$ cat src/pkg/adc_status_regs.vh
// status word layout, codes and reset values for the converter status reporting block
`ifndef ADC_STATUS_REGS_VH
`define ADC_STATUS_REGS_VH

// word geometry
`define COND_WORD_W          24
`define UPPER_FIELD_W        13
`define UPPER_FIELD_LSB      11

// field positions inside adc_condition_word
`define POS_GAIN_CAL_OVR     10
`define POS_DIGITAL_CLIP     9
`define POS_ANALOG_OVR       8
`define POS_RATE_MSB         7
`define POS_RATE_LSB         4
`define POS_PHASE_MSB        3
`define POS_PHASE_LSB        2
`define POS_MOD_BUSY         1
`define POS_RESULT_READY     0

// power phase codes
`define PHASE_CONVERSION     2'h0
`define PHASE_SLEEP          2'h1
`define PHASE_STANDBY        2'h2
`define PHASE_RESET          2'h3

// sequencer mode in which the single result ready flag is meaningful
`define SEQ_MODE_SINGLE      2'h1

// reset values
`define RST_PHASE            `PHASE_STANDBY
`define RST_RATE             4'h0
`define RST_FLAG             1'b0
`define RST_DATA             24'h000000

// largest gain coefficient, unsigned 1.23 format, just under 2.0
`define GAIN_COEF_MAX        24'hFFFFFF

`endif

$ cat src/verilog/adc_status_flag_reporting.v
// status word flags and codes for the delta-sigma converter core
//
// Notes on behaviour
// - a system gain calibration that overranges sets the gain overrange flag and pins the coefficient at its largest value.
// - a result beyond the largest or smallest code is clipped to it and flags clipping, and an in-range result clears that flag.
// - the analog overrange flag is set when the modulator sees the gain-scaled input beyond the reference.
// - the four-bit rate tag reports the rate of the result now held, or of the last coefficient calculation.
// - the power phase code reads 00 converting, 01 sleep, 10 standby, 11 reset, and standby after reset.
// - the modulator busy flag is high during conversion, self calibration or system calibration and low otherwise.
// - in sequencer mode 1 a new result sets the result ready flag.
// - a complete read of the matching data register clears the result ready flag and a partial read leaves it.
// - the active-low ready pin always shows the same indication as the result ready flag.
`include "adc_status_regs.vh"

module adc_status_flag_reporting #(
   parameter RAW_W  = 26,                        // raw filter output width
   parameter DATA_W = 24,                        // reported result width
   parameter RATE_W = 4                          // conversion rate tag width
) (
   input  wire                        ref_clk_in,           // core clock, 250 MHz
   input  wire                        rst_b_in,             // async reset, active low
   // conversion results
   input  wire                        conv_valid_in,        // raw result strobe
   input  wire [RAW_W-1:0]            conv_raw_in,          // raw signed result
   input  wire [RATE_W-1:0]           conv_rate_in,         // rate of this result
   input  wire                        analog_over_in,       // modulator input beyond ref
   // calibration
   input  wire                        cal_coef_done_in,     // coefficient calc finished
   input  wire [RATE_W-1:0]           cal_rate_in,          // rate used for the calc
   input  wire                        gain_cal_done_in,     // system gain cal finished
   input  wire                        gain_cal_over_in,     // gain cal came out overrange
   input  wire [DATA_W-1:0]           gain_cal_coef_in,     // computed gain coefficient
   // activity and power
   input  wire                        conv_active_in,       // conversion in progress
   input  wire                        self_cal_active_in,   // self calibration running
   input  wire                        sys_cal_active_in,    // system calibration running
   input  wire                        in_reset_in,          // core held in reset state
   input  wire                        sleep_in,             // core asleep
   input  wire                        converting_in,        // core in conversion state
   // sequencer and host access
   input  wire [1:0]                  seq_mode_in,          // active sequencer mode
   input  wire                        data_read_full_in,    // data register fully read
   input  wire                        status_wr_in,         // host write aimed at status
   input  wire [`UPPER_FIELD_W-1:0]   upper_status_in,      // flags kept by other blocks
   // outputs
   output wire [`COND_WORD_W-1:0]     adc_condition_word_out, // status word as read
   output reg  [DATA_W-1:0]           result_data_out,      // clipped conversion result
   output reg  [DATA_W-1:0]           gain_coef_out,        // gain coefficient in use
   output wire                        result_ready_pin_n_out // ready pin, active low
);

   // flag and code registers; every bit of the lower word is a flop so a
   // read that straddles an update still sees one coherent set of values
   reg                gain_cal_overrange_flag_ff;
   reg                digital_clip_flag_ff;
   reg                analog_overrange_flag_ff;
   reg                analog_seen_ff;
   reg [RATE_W-1:0]   rate_tag_ff;
   reg [1:0]          power_phase_code_ff;
   reg                modulator_busy_flag_ff;
   reg                result_ready_flag_ff;

   // next values
   reg [1:0]          nxt_power_phase_code;
   reg                nxt_result_ready_flag;
   reg [RATE_W-1:0]   nxt_rate_tag;

   // clipper outputs
   wire               clip_valid;
   wire [DATA_W-1:0]  clip_data;
   wire [RATE_W-1:0]  clip_rate;
   wire               clip_hit;

   // host writes are not a source of state: the word is built only from
   // converter events, so the write strobe deliberately reaches no register;
   // a write path here would let the host fake a clean status
   wire               host_write_ignored = status_wr_in;

   // saturate raw results; rate tag rides along so it matches its result
   // the clipper adds one cycle, so results reach the word two edges on
   result_clipper #(
      .RAW_W (RAW_W),
      .OUT_W (DATA_W),
      .TAG_W (RATE_W)
   ) u_clipper (
      .ref_clk_in     (ref_clk_in),
      .rst_b_in       (rst_b_in),
      .raw_valid_in   (conv_valid_in),
      .raw_data_in    (conv_raw_in),
      .raw_tag_in     (conv_rate_in),
      .clip_valid_out (clip_valid),
      .clip_data_out  (clip_data),
      .clip_tag_out   (clip_rate),
      .clip_hit_out   (clip_hit)
   );

   // result register and digital clip flag update together with each result
   always @(posedge ref_clk_in or negedge rst_b_in) begin
      if (!rst_b_in) begin
         result_data_out      <= `RST_DATA;
         digital_clip_flag_ff <= `RST_FLAG;
      end else if (clip_valid) begin
         result_data_out      <= clip_data;
         digital_clip_flag_ff <= clip_hit;
      end
   end

   // analog overrange is remembered across the conversion so a short
   // excursion between results is not lost, then reported with the result;
   // a level that stays high across a result keeps the flag set
   always @(posedge ref_clk_in or negedge rst_b_in) begin
      if (!rst_b_in) begin
         analog_seen_ff           <= `RST_FLAG;
         analog_overrange_flag_ff <= `RST_FLAG;
      end else if (clip_valid) begin
         analog_overrange_flag_ff <= analog_seen_ff | analog_over_in;
         analog_seen_ff           <= analog_over_in;
      end else if (analog_over_in) begin
         analog_seen_ff           <= 1'b1;
         analog_overrange_flag_ff <= 1'b1;
      end
   end

   // system gain calibration outcome; overrange pins the coefficient at max
   always @(posedge ref_clk_in or negedge rst_b_in) begin
      if (!rst_b_in) begin
         gain_cal_overrange_flag_ff <= `RST_FLAG;
         gain_coef_out              <= `RST_DATA;
      end else if (gain_cal_done_in) begin
         gain_cal_overrange_flag_ff <= gain_cal_over_in;
         if (gain_cal_over_in) begin
            gain_coef_out <= `GAIN_COEF_MAX;
         end else begin
            gain_coef_out <= gain_cal_coef_in;
         end
      end
   end

   // rate tag follows whichever of result or coefficient came last; a
   // result landing with a calibration finish wins since it fills the data
   always @* begin
      nxt_rate_tag = rate_tag_ff;
      if (clip_valid) begin
         nxt_rate_tag = clip_rate;
      end else if (cal_coef_done_in) begin
         nxt_rate_tag = cal_rate_in;
      end
   end

   // no invalidation on data read: the host may not rely on it afterwards
   // a data read is not an input here, so a stale tag simply stays visible
   always @(posedge ref_clk_in or negedge rst_b_in) begin
      if (!rst_b_in) begin
         rate_tag_ff <= `RST_RATE;
      end else begin
         rate_tag_ff <= nxt_rate_tag;
      end
   end

   // power phase encoding; reset outranks sleep which outranks conversion
   always @* begin
      if (in_reset_in) begin
         nxt_power_phase_code = `PHASE_RESET;
      end else if (sleep_in) begin
         nxt_power_phase_code = `PHASE_SLEEP;
      end else if (converting_in) begin
         nxt_power_phase_code = `PHASE_CONVERSION;
      end else begin
         nxt_power_phase_code = `PHASE_STANDBY;
      end
   end

   // phase and busy registered; costs one cycle of lag but keeps the word steady
   // standby is also the code held while the async reset is low
   always @(posedge ref_clk_in or negedge rst_b_in) begin
      if (!rst_b_in) begin
         power_phase_code_ff    <= `RST_PHASE;
         modulator_busy_flag_ff <= `RST_FLAG;
      end else begin
         power_phase_code_ff    <= nxt_power_phase_code;
         modulator_busy_flag_ff <= conv_active_in | self_cal_active_in
                                   | sys_cal_active_in;
      end
   end

   // result ready: set by a new result in single mode, cleared only by a
   // complete read; a new result in the same cycle as the read keeps it set
   // partial reads never reach this block, so they cannot clear the flag
   always @* begin
      nxt_result_ready_flag = result_ready_flag_ff;
      if (data_read_full_in) begin
         nxt_result_ready_flag = 1'b0;
      end
      if (clip_valid && (seq_mode_in == `SEQ_MODE_SINGLE)) begin
         nxt_result_ready_flag = 1'b1;
      end
   end

   // in modes 0, 2 and 3 the flag is left untouched by results and is meaningless
   always @(posedge ref_clk_in or negedge rst_b_in) begin
      if (!rst_b_in) begin
         result_ready_flag_ff <= `RST_FLAG;
      end else begin
         result_ready_flag_ff <= nxt_result_ready_flag;
      end
   end

   // pin driven from the same flop as the flag so the two cannot disagree
   assign result_ready_pin_n_out = ~result_ready_flag_ff;

   // status word assembly; the upper fields belong to neighbouring logic
   // and pass straight through without adding any latency
   assign adc_condition_word_out = {
      upper_status_in,
      gain_cal_overrange_flag_ff,
      digital_clip_flag_ff,
      analog_overrange_flag_ff,
      rate_tag_ff,
      power_phase_code_ff,
      modulator_busy_flag_ff,
      result_ready_flag_ff
   };

endmodule // adc_status_flag_reporting

$ cat src/verilog/result_clipper.v
// saturating stage for raw conversion results, carrying a tag alongside the result
module result_clipper #(
   parameter RAW_W = 26,                         // width of the raw filter output
   parameter OUT_W = 24,                         // width of the reported result
   parameter TAG_W = 4                           // width of the sideband tag
) (
   input  wire                 ref_clk_in,       // core clock
   input  wire                 rst_b_in,         // async reset, active low
   input  wire                 raw_valid_in,     // raw result strobe
   input  wire [RAW_W-1:0]     raw_data_in,      // raw signed result
   input  wire [TAG_W-1:0]     raw_tag_in,       // tag travelling with the result
   output reg                  clip_valid_out,   // clipped result strobe
   output reg  [OUT_W-1:0]     clip_data_out,    // clipped signed result
   output reg  [TAG_W-1:0]     clip_tag_out,     // tag of the clipped result
   output reg                  clip_hit_out      // result was limited
);

   // signed limits of the reported code, built at raw width
   wire signed [RAW_W-1:0] max_code = {{(RAW_W-OUT_W+1){1'b0}}, {(OUT_W-1){1'b1}}};
   wire signed [RAW_W-1:0] min_code = {{(RAW_W-OUT_W+1){1'b1}}, {(OUT_W-1){1'b0}}};
   wire signed [RAW_W-1:0] raw_s    = raw_data_in;
   wire                    over_hi  = (raw_s > max_code);
   wire                    over_lo  = (raw_s < min_code);

   // register the limited result so the data bus never sees a glitching code
   always @(posedge ref_clk_in or negedge rst_b_in) begin
      if (!rst_b_in) begin
         clip_valid_out <= 1'b0;
         clip_data_out  <= {OUT_W{1'b0}};
         clip_tag_out   <= {TAG_W{1'b0}};
         clip_hit_out   <= 1'b0;
      end else begin
         clip_valid_out <= raw_valid_in;
         if (raw_valid_in) begin
            clip_tag_out <= raw_tag_in;
            clip_hit_out <= over_hi | over_lo;
            if (over_hi) begin
               clip_data_out <= max_code[OUT_W-1:0];
            end else if (over_lo) begin
               clip_data_out <= min_code[OUT_W-1:0];
            end else begin
               clip_data_out <= raw_data_in[OUT_W-1:0];
            end
         end
      end
   end

endmodule // result_clipper

$ cat config.mk
export PLATFORM = sky130hd
export DESIGN_NAME = adc_status_flag_reporting
export DESIGN_NICKNAME = d
export VERILOG_FILES = /design/src/verilog/adc_status_flag_reporting.v /design/src/verilog/result_clipper.v
export VERILOG_INCLUDE_DIRS = /design/src /design/src/pkg
export SDC_FILE = /design/constraint.sdc
export NUM_CORES = 1
export LEC_CHECK = 0
export ABC_AREA = 1
export BUFFER_PORTS_ARGS = -buffer_cell sky130_fd_sc_hd__buf_4
export CAP_MARGIN = 40
export CORE_MARGIN = 1
export CORE_UTILIZATION = 35
export CTS_CLUSTER_SIZE = 16
export DETAILED_ROUTE_END_ITERATION = 12
export GPL_ROUTABILITY_DRIVEN = 0
export HOLD_SLACK_MARGIN = 0.08
export REMOVE_ABC_BUFFERS = 1
export SYNTH_ARGS = -nofsm -noshare
export SYNTH_HDL_FRONTEND = slang
export SYNTH_SLANG_ARGS = --single-unit
$ cat constraint.sdc
create_clock -name ref_clk_in -period 2.4 [get_ports ref_clk_in]
set_input_delay 0.12 -clock ref_clk_in [delete_from_list [all_inputs] [get_ports ref_clk_in]]
set_output_delay 0.12 -clock ref_clk_in [all_outputs]
set_load 0.02 [all_outputs]
# Word level (Yosys, flattened, before mapping)
# Index checks and enable logic that the tools add are counted.
# word_totals
regBits,90
input_bits,88
out_inout_bits,73
word_cells,39
# op_classes
order_cmp,2
n_eq_ne,1
n_mux,13
bitwise_logic,5
reduce_logical,4
# op_table
cell,count
2-to-1 mux 24 bit,3
"greater-than comparator 26 x 24 -> 1 bit, second input constant",1
"< comparator 26 x 24 -> 1 bit, second input constant",1
2-to-1 mux 4 bit,2
2-to-1 mux 2 bit,3
nonzero test 2 bit,3
2-to-1 mux 1 bit,5
OR 1 bit,4
"== test 2 x 1 -> 1 bit, second input constant",1
logical AND 1 bit,1
inverter 1 bit,1

# Longest topological paths before layout
# Gate-level depths: netlist of the first run.
# logic_depth
word_depth,3
mapped_depth,7
mapped_depth_nobuf,6

# Modules after synthesis
# From an unflattened synthesis of the first run, not the netlist that was laid out.
# unflattened
hier_cells,451
area_unflattened_um2,3817.4
# by_module_without_submodules
mod,n_inst,cells_each,area_per_inst_um2,seq_area_each_um2
adc_status_flag_reporting,1,275,2467.4,1502.7
result_clipper,1,176,1350.0,750.7

# Worst setup path after synthesis of the first run
# Ideal clock, no wire load.
# synth_timing
path_kind,register -> register
from,register u_clipper.clip_valid_out
to,register rate_tag_ff[0]
setup_ps,122
arrival_time_ps,776
required_time_ps,2278
path_slack_ps,1502
stages_incl_launch_ff,4
n_path_buf,1
synth_period_minus_slack_ps,898
cell_sequence,dfrtp_1 > buf_2 > nor3_1 > nor2_1
# synth_via
elab_chain_len,1
elab_cells_between_ends,2
classes_between,mux: 1; reduce/logical: 1
# synth_lines
item,line_no,text
from (decl),result_clipper.v:12,"output reg clip_valid_out,"
from (signal assigned),result_clipper.v:33,clip_valid_out <= raw_valid_in;
2-to-1 mux 4 bit or nonzero test 2 bit (tied branches),n/a,
to (signal assigned),adc_status_flag_reporting.v:154,rate_tag_ff <= `RST_RATE;
to (signal assigned),adc_status_flag_reporting.v:156,rate_tag_ff <= nxt_rate_tag;
to (decl),adc_status_flag_reporting.v:58,reg [RATE_W-1:0] rate_tag_ff;
# Parallel ways exist; a longest one is shown, timed or not.
# A chain may end at the register's enable or synchronous reset.

# Worst setup path after layout of the first run
# layout_timing
from,register u_clipper.clip_valid_out
to,register result_ready_flag_ff
# layout_via
elab_chain_len,2
elab_cells_between_ends,3
classes_between,mux: 1; reduce/logical: 2
# layout_lines
item,line_no,text
logical AND 1 bit (*),adc_status_flag_reporting.v:194,if (clip_valid && (seq_mode_in == `SEQ_MODE_SINGLE)) begin
2-to-1 mux 1 bit or nonzero test 2 bit (tied branches),n/a,
to (signal assigned),adc_status_flag_reporting.v:202,result_ready_flag_ff <= `RST_FLAG;
to (signal assigned),adc_status_flag_reporting.v:204,result_ready_flag_ff <= nxt_result_ready_flag;
to (decl),adc_status_flag_reporting.v:61,reg result_ready_flag_ff;
# Every way passes the cells marked *; elsewhere a longest branch is shown, timed or not.

==> impl_results.md, run 1 <==
* Sequential cell area fraction in the yosys report at between 60% and 70%
* Critical path type: register to register
* Maximum vdd drop at around 0.25 mV
* Syn_area_per_cell at between 8 and 9 sq um
* Simple-Gate Fraction of Synth Area at a little over a quarter
* Area fraction in compound gates after synthesis at just over 5%
* Vias per cell at roughly 4.6
* Post-Route WL at ~9800 um
* Critical path required time at around 2.6 ns
* Crit path time final at 1.61 ns
* Status: finished, final reports clean
* Die height at 105 um
* Clk_skew at 0.00755 ns
* Post-CTS Setup Inserts at 0
* Max H-tree Level at 3
* Slew HR at between 60 and 70%
* Post-Syn Area at between 0.003 and 0.004 sq mm
* RSZ-0062 raised after global routing: false
* Nets@finish at 690
* Vias in the first global route at 3386
* Routed length per instance at roughly 13 um
* Placed cells at 660
* DR DRC count at 0
* First-pass GRT wire length at approximately 16000 um
* Xor/xnor share of the synthesized area at 0%
* Site Rows at 37
* Endpoints failing setup at 0
* DP HPWL at 5830 um
* Core area at ~0.010 sq mm
* Pre-CTS WS at 1.11 ns
* Fin cells at 743
* Antenna Diode Count at 0
* CTS tree: built
* Post-Synth Adder-Cell Area at 0%
* Crit path DAT at between 1.5 and 2 ns
* Most frequent cells in the layout: nand2_1, buf_4, dfrtp_1, dlygate4sd3_1, o21ai_0
* P_leak at 2.89 nW
* Post-DP Area at between 0.004 and 0.005 sq mm
* Clock Sinks at 90
* Share of layout cells above drive strength 1 at between 20% and 30%
* Crit-path max FO at 24
* Initial DRC Count at approximately 280
* All-Layer GR Usage at 18.6%
* Die Span X at about 110 um
* Flop and latch count out of synthesis at 90
* DR vias at 3384
* Root Buffer: clkbuf_8
* # IOs at between 150 and 200
* Crit end category: register
* Cell area after layout at 0.00555 sq mm
* Antenna-violating nets left at 0
* TritonRoute pass-1 iters at 5
* Clock Tree Buf Depth at 2
* Min-Delay Path Class: primary input to register
* Main combinational cell family by area after synthesis: simple AND/OR/NAND/NOR gates
* Starting Density at between 30% and 40%
* PnR worst setup slack at just under 0.8 ns
* Distinct cells, synth at 20
* Final core utilization at ~54%
* Initial antenna violation count at 0
* Peak Freq at 0.623 GHz
* CTS Buf Count at 9
* Slew Viols, Final at 0
* Portion of netlist area occupied by mux cells at 0%
* Area occupied by multi-input gates at about 0.0012 sq mm
* Final Hold Vio Count at 0
* P&R area growth vs syn at 48.5%
* Die area at ~0.011 sq mm
* IO Port Bufs at ~130
* Fillers at around 930
* Skew-Pair Late Insertion Delay at between 0.3 and 0.4 ns
* Total gr overflow at 0
* Max-cap viol count at 0
* Pin count of the biggest net entering global routing at 60
* Setup TNS at 0 ns
* Worst setup SP type: register
* Pin slew with the least headroom to its limit at 0.499 ns
* Worst-path clk slew at about 0.08 ns
* Ys Warns at 0
* PD cells at about 650 mW/mm^2
* Most common library cell in the layout ignoring fill and taps: nand2_1
* Fin crit share at between 60% and 70%
* Register area at about 0.0023 sq mm
* Synth Instances at 428
-- cells by family (layout without fill, tap and decap cells) --
logic type / Yosys count / after routing
AND/OR/NAND/NOR: 249 / 249
AO/OA/AOI/OAI: 37 / 37
buffers and inverters: 52 / 231
flip-flops: 90 / 90
-- metrics by stage --
| step | hold WS [ns] | power (mW) |
|---|---|---|
| floorplan | -0.176 | 2.11 |
| global placement | 0.0840 | 2.48 |
| detailed placement | 0.0860 | 2.49 |
| CTS | 0.0872 | 3.66 |
| global route | 0.134 | 3.81 |
| finish | 0.112 | 3.60 |
-- synthesized netlist by cell type --
library cell  instances  area [sq um]
dfstp_2               1          26.3
buf_2                15          75.1
dfrtp_1              89          2230
inv_2                 3          11.3
or2_2                 1          6.26
nand2_1             212           796
nand3_1              23           115
nor2_1                6          22.5
o211ai_1              1          7.51
a21oi_1               2          10.0
o21ai_0              30           150
nor3_1                4          20.0
o21bai_1              1          7.51
inv_1                 9          33.8
buf_6                 2          22.5
clkbuf_2              1          5.00
buf_4                22           165
o22ai_1               3          18.8
nand2_2               2          12.5
or3_1                 1          6.26
-- final cells by class --
| type | count | area share, % |
|---|---|---|
| clock buffer | 12 | 2.80 |
| tap | 136 | 3.07 |
| clock inverter | 4 | 0.902 |
| timing repair buffer | 203 | 30.7 |
| sequential | 90 | 40.6 |
| inverter | 12 | 0.812 |
| multi-input combinational | 286 | 21.1 |
-- per-layer routing --
layer	track usage, %	share of wire [%]	up-vias
met5	0	0.092	-
met4	5.73	0.94	2
met3	5.88	7.7	10
met2	30.1	45	137
met1	23.9	46	1572
li1	-	-	1663
-- where the power goes --
part | total, mW | internal, mW | switching (mW)
Clock | 1.06 | 0.537 | 0.519
Sequential | 1.77 | 1.68 | 0.0901
Combinational | 0.782 | 0.370 | 0.412
Total | 3.60 | 2.58 | 1.02
-- flip-flops by register name, summed over array words and instances (netlist names) --
| signal | flops |
|---|---|
| gain_cal_overrange_flag_ff | 1 |
| rate_tag_ff | 4 |
| modulator_busy_flag_ff | 1 |
| u_clipper.clip_data_out | 24 |
| result_data_out | 24 |
| analog_seen_ff | 1 |
| u_clipper.clip_hit_out | 1 |
| u_clipper.clip_tag_out | 4 |
| u_clipper.clip_valid_out | 1 |
| digital_clip_flag_ff | 1 |
| power_phase_code_ff | 2 |
| gain_coef_out | 24 |
| result_ready_flag_ff | 1 |
| analog_overrange_flag_ff | 1 |
-- path summary, 6_finish.rpt --
path / from / to / slack (ns) / depth (start not counted)
setup / recovery: u_clipper.clip_valid_out$_DFF_PN0_ / result_ready_flag_ff$_DFFE_PN0P_ / 0.79 / 5
hold / removal: gain_cal_over_in / gain_cal_overrange_flag_ff$_DFFE_PN0P_ / 0.11 / 3
setup reg to reg: u_clipper.clip_valid_out$_DFF_PN0_ / result_ready_flag_ff$_DFFE_PN0P_ / 0.79 / 5
hold reg to reg: result_data_out[16]$_DFFE_PN0P_ / result_data_out[16]$_DFFE_PN0P_ / 0.47 / 2
max in group asynchronous: rst_b_in / gain_coef_out[8]$_DFFE_PN0P_ / 1.49 / 3
min in group asynchronous: rst_b_in / modulator_busy_flag_ff$_DFF_PN0_ / 0.24 / 2
-- timing repair --
item | in CTS | in global routing
hold buffers | 67 | 0
resized for setup | 0 | 0
hold endpoints to repair | 95 | 0
-- critical path, cell delays in order (launching register included) --
cell and delay [ns]:
dfrtp_1 0.39, inv_2 0.34, nor2_1 0.07, nand2_1 0.06, o21ai_0 0.06, dlygate4sd3_1 0.55
Note: power is estimated with default switching activity, not from simulation.
==> inputs of run 2 (changes only) <==
==> constraint.sdc (replaced) <==
create_clock -name ref_clk_in -period 1.57 [get_ports ref_clk_in]
set_input_delay 0.0785 -clock ref_clk_in [delete_from_list [all_inputs] [get_ports ref_clk_in]]
set_output_delay 0.0785 -clock ref_clk_in [all_outputs]
set_load 0.02 [all_outputs]
==> run 2 against run 1 <==
Net effect: sequential share of layout area decreased by 1.4 points; clock skew about the same; die area unchanged; combinational power increased by 61%; power increased by 48%; flip-flop and latch count unchanged; register-to-register slack got worse by 0.36 ns; count of clock-buffer cells in the layout decreased by 1; worst setup slack got worse by 0.65 ns; wire length increased by 5.6%; critical path depth unchanged; highest routed layer is now met4.
==> impl_results.md, run 2 (synthesis gave the netlist of run 1 again) <==
* Status: finished, final reports clean
* Starting Density at a little over a third
* Critical path required time at 1.81 ns
* Crit-path max FO at 25
* First-pass GRT wire length at approximately 17000 um
* Crit path DAT at 1.67 ns
* Die area at 0.0111 sq mm
* Maximum vdd drop at roughly 0.38 mV
* Nets@finish at just over 700
* CTS Buf Count at 9
* Met2 usage in global routing at 32.4%
* Min-Delay Path Class: primary input to register
* Post-Route WL at 10300 um
* Site Rows at 37
* Met3 Usage GRT at under 10%
* All-Layer GR Usage at 19.1%
* Endpoints failing setup at 0
* Die Span X at ~110 um
* Max H-tree Level at 3
* Clock Tree Buf Depth at 2
* Pin count of the biggest net entering global routing at 31
* Clk_skew at ~0.0074 ns
* Total gr overflow at 0
* Initial DRC Count at 304
* Pre-CTS WS at ~0.42 ns
* Final core utilization at between 50% and 60%
* Crit path max-delay family: buffers and inverters
* Peak Freq at about 0.7 GHz
* CP peak stage delay at 0.59 ns
* # IOs at ~160
* Final Hold Vio Count at 0
* Busiest grt layer: met2
* PnR worst setup slack at about 0.14 ns
* Fillers at between 800 and 900
* DR DRC count at 0
* Setup TNS at 0 ns
* Worst-path clk slew at 0.08 ns
* Crit path cell chain: dlygate4sd3_1 > buf_4 > o21ai_0 > dlygate4sd3_1 > nand2_1
* Skew-Pair Late Insertion Delay at roughly 0.35 ns
* TritonRoute pass-1 iters at 4
* PD cells at 930 mW/mm^2
* Vias in the first global route at approximately 3600
* Top Registers: gain_coef_out (24), result_data_out (24), u_clipper.clip_data_out (24)
* Routed length per instance at 13.4 um
* DP HPWL at 6220 um
* P_leak at between 2 and 3 nW
* P&R area growth vs syn at 53.6%
* Die height at ~110 um
* Most common library cell in the layout ignoring fill and taps: nand2_1
* IO Port Bufs at around 130
* Antenna Diode Count at 0
* CTS tree: built
* Share of layout cells above drive strength 1 at approximately a quarter
* Post-CTS Setup Inserts at 0
* Resized cells post-CTS at 0
* CP bufs+invs at 3
* R2r setup slk at between 0.4 and 0.5 ns
* Critical path type: primary input to register
* CP dominant cell by count: dlygate4sd3_1
* Max-cap viol count at 0
* Root Buffer: clkbuf_8
* Cts hold-fix bufs at 87
* Crit end category: register
* Antenna-violating nets left at 0
* Clock Sinks at 90
* RSZ-0062 raised after global routing: false
* Core area at 0.0103 sq mm
* Vias per cell at 4.60
* Crit path time final at between 1 and 1.5 ns
* Global Route met1 Usage at ~23%
* Slew Viols, Final at 0
* Pin slew with the least headroom to its limit at 0.516 ns
* Fin crit share at roughly nine tenths
* Slew HR at around two thirds
* Worst setup SP type: primary input
* Initial antenna violation count at 0
* CP max-delay cell: dlygate4sd3_1
* Most frequent cells in the layout: nand2_1, buf_4, dfrtp_1, dlygate4sd3_1, o21ai_0
* DR vias at roughly 3500
==> run 2: changes by cell type in the layout (fill, tap and decap cells not counted), sizes merged <==
cell and change:
dlygate4sd3 +20, buf +5, clkinv +2, bufinv -1, clkbuf -1
==> run 2: path summary, 6_finish.rpt <==
kind                                                    startpoint                                to  cells past startpoint
min in group asynchronous                                 rst_b_in  power_phase_code_ff[0]$_DFF_PN0_                      2
worst max-delay path                              gain_cal_over_in     gain_coef_out[22]$_DFFE_PN0P_                      5
worst min-delay path                              gain_cal_done_in     gain_coef_out[13]$_DFFE_PN0P_                      3
worst max register to register  u_clipper.clip_valid_out$_DFF_PN0_  result_ready_flag_ff$_DFFE_PN0P_                      5
worst min register to register     result_data_out[16]$_DFFE_PN0P_   result_data_out[16]$_DFFE_PN0P_                      2
max in group asynchronous                                 rst_b_in     gain_coef_out[20]$_DFFE_PN0P_                      3
==> run 2: metal layers <==
metal | share of wire (%) | up-vias
met5 | 0 | -
met4 | 1.6 | 0
met3 | 8.3 | 17
met2 | 47 | 182
met1 | 43 | 1626
li1 | - | 1711
==> run 2: metrics by stage <==
stage	cell area [sq um]	hold slack (ns)	total power [mW]	cells
global route	5740	0.112	5.66	768
global placement	4700	0.0315	3.80	665
detailed placement	4700	0.0393	3.82	665
CTS	5740	0.0810	5.42	768
finish	5740	0.107	5.34	768
floorplan	3470	-0.217	3.22	388
==> run 2: final cells by class <==
type / count / area (sq um) / share of cell area [%]
Timing Repair Buffer: 228 / 1930 / 33.6
Tap cell: 136 / 170 / 2.96
Clock buffer: 11 / 141 / 2.46
Clock inverter: 5 / 30.0 / 0.523
Sequential cell: 90 / 2250 / 39.2
Inverter: 12 / 45.0 / 0.784
Multi-Input combinational cell: 286 / 1170 / 20.4
==> run 2: power breakdown <==
part	switching (mW)	total (mW)	internal, mW
clock	0.777	1.39	0.611
sequential	0.135	2.70	2.56
combinational	0.646	1.26	0.611
==> run 2: tightest hold or removal path: cells and delay by family <==
family	cells	cell delay [ns]
AND/OR/NAND/NOR	1	0.06
buffers and inverters	1	0.18
AO/OA/AOI/OAI	1	0.10
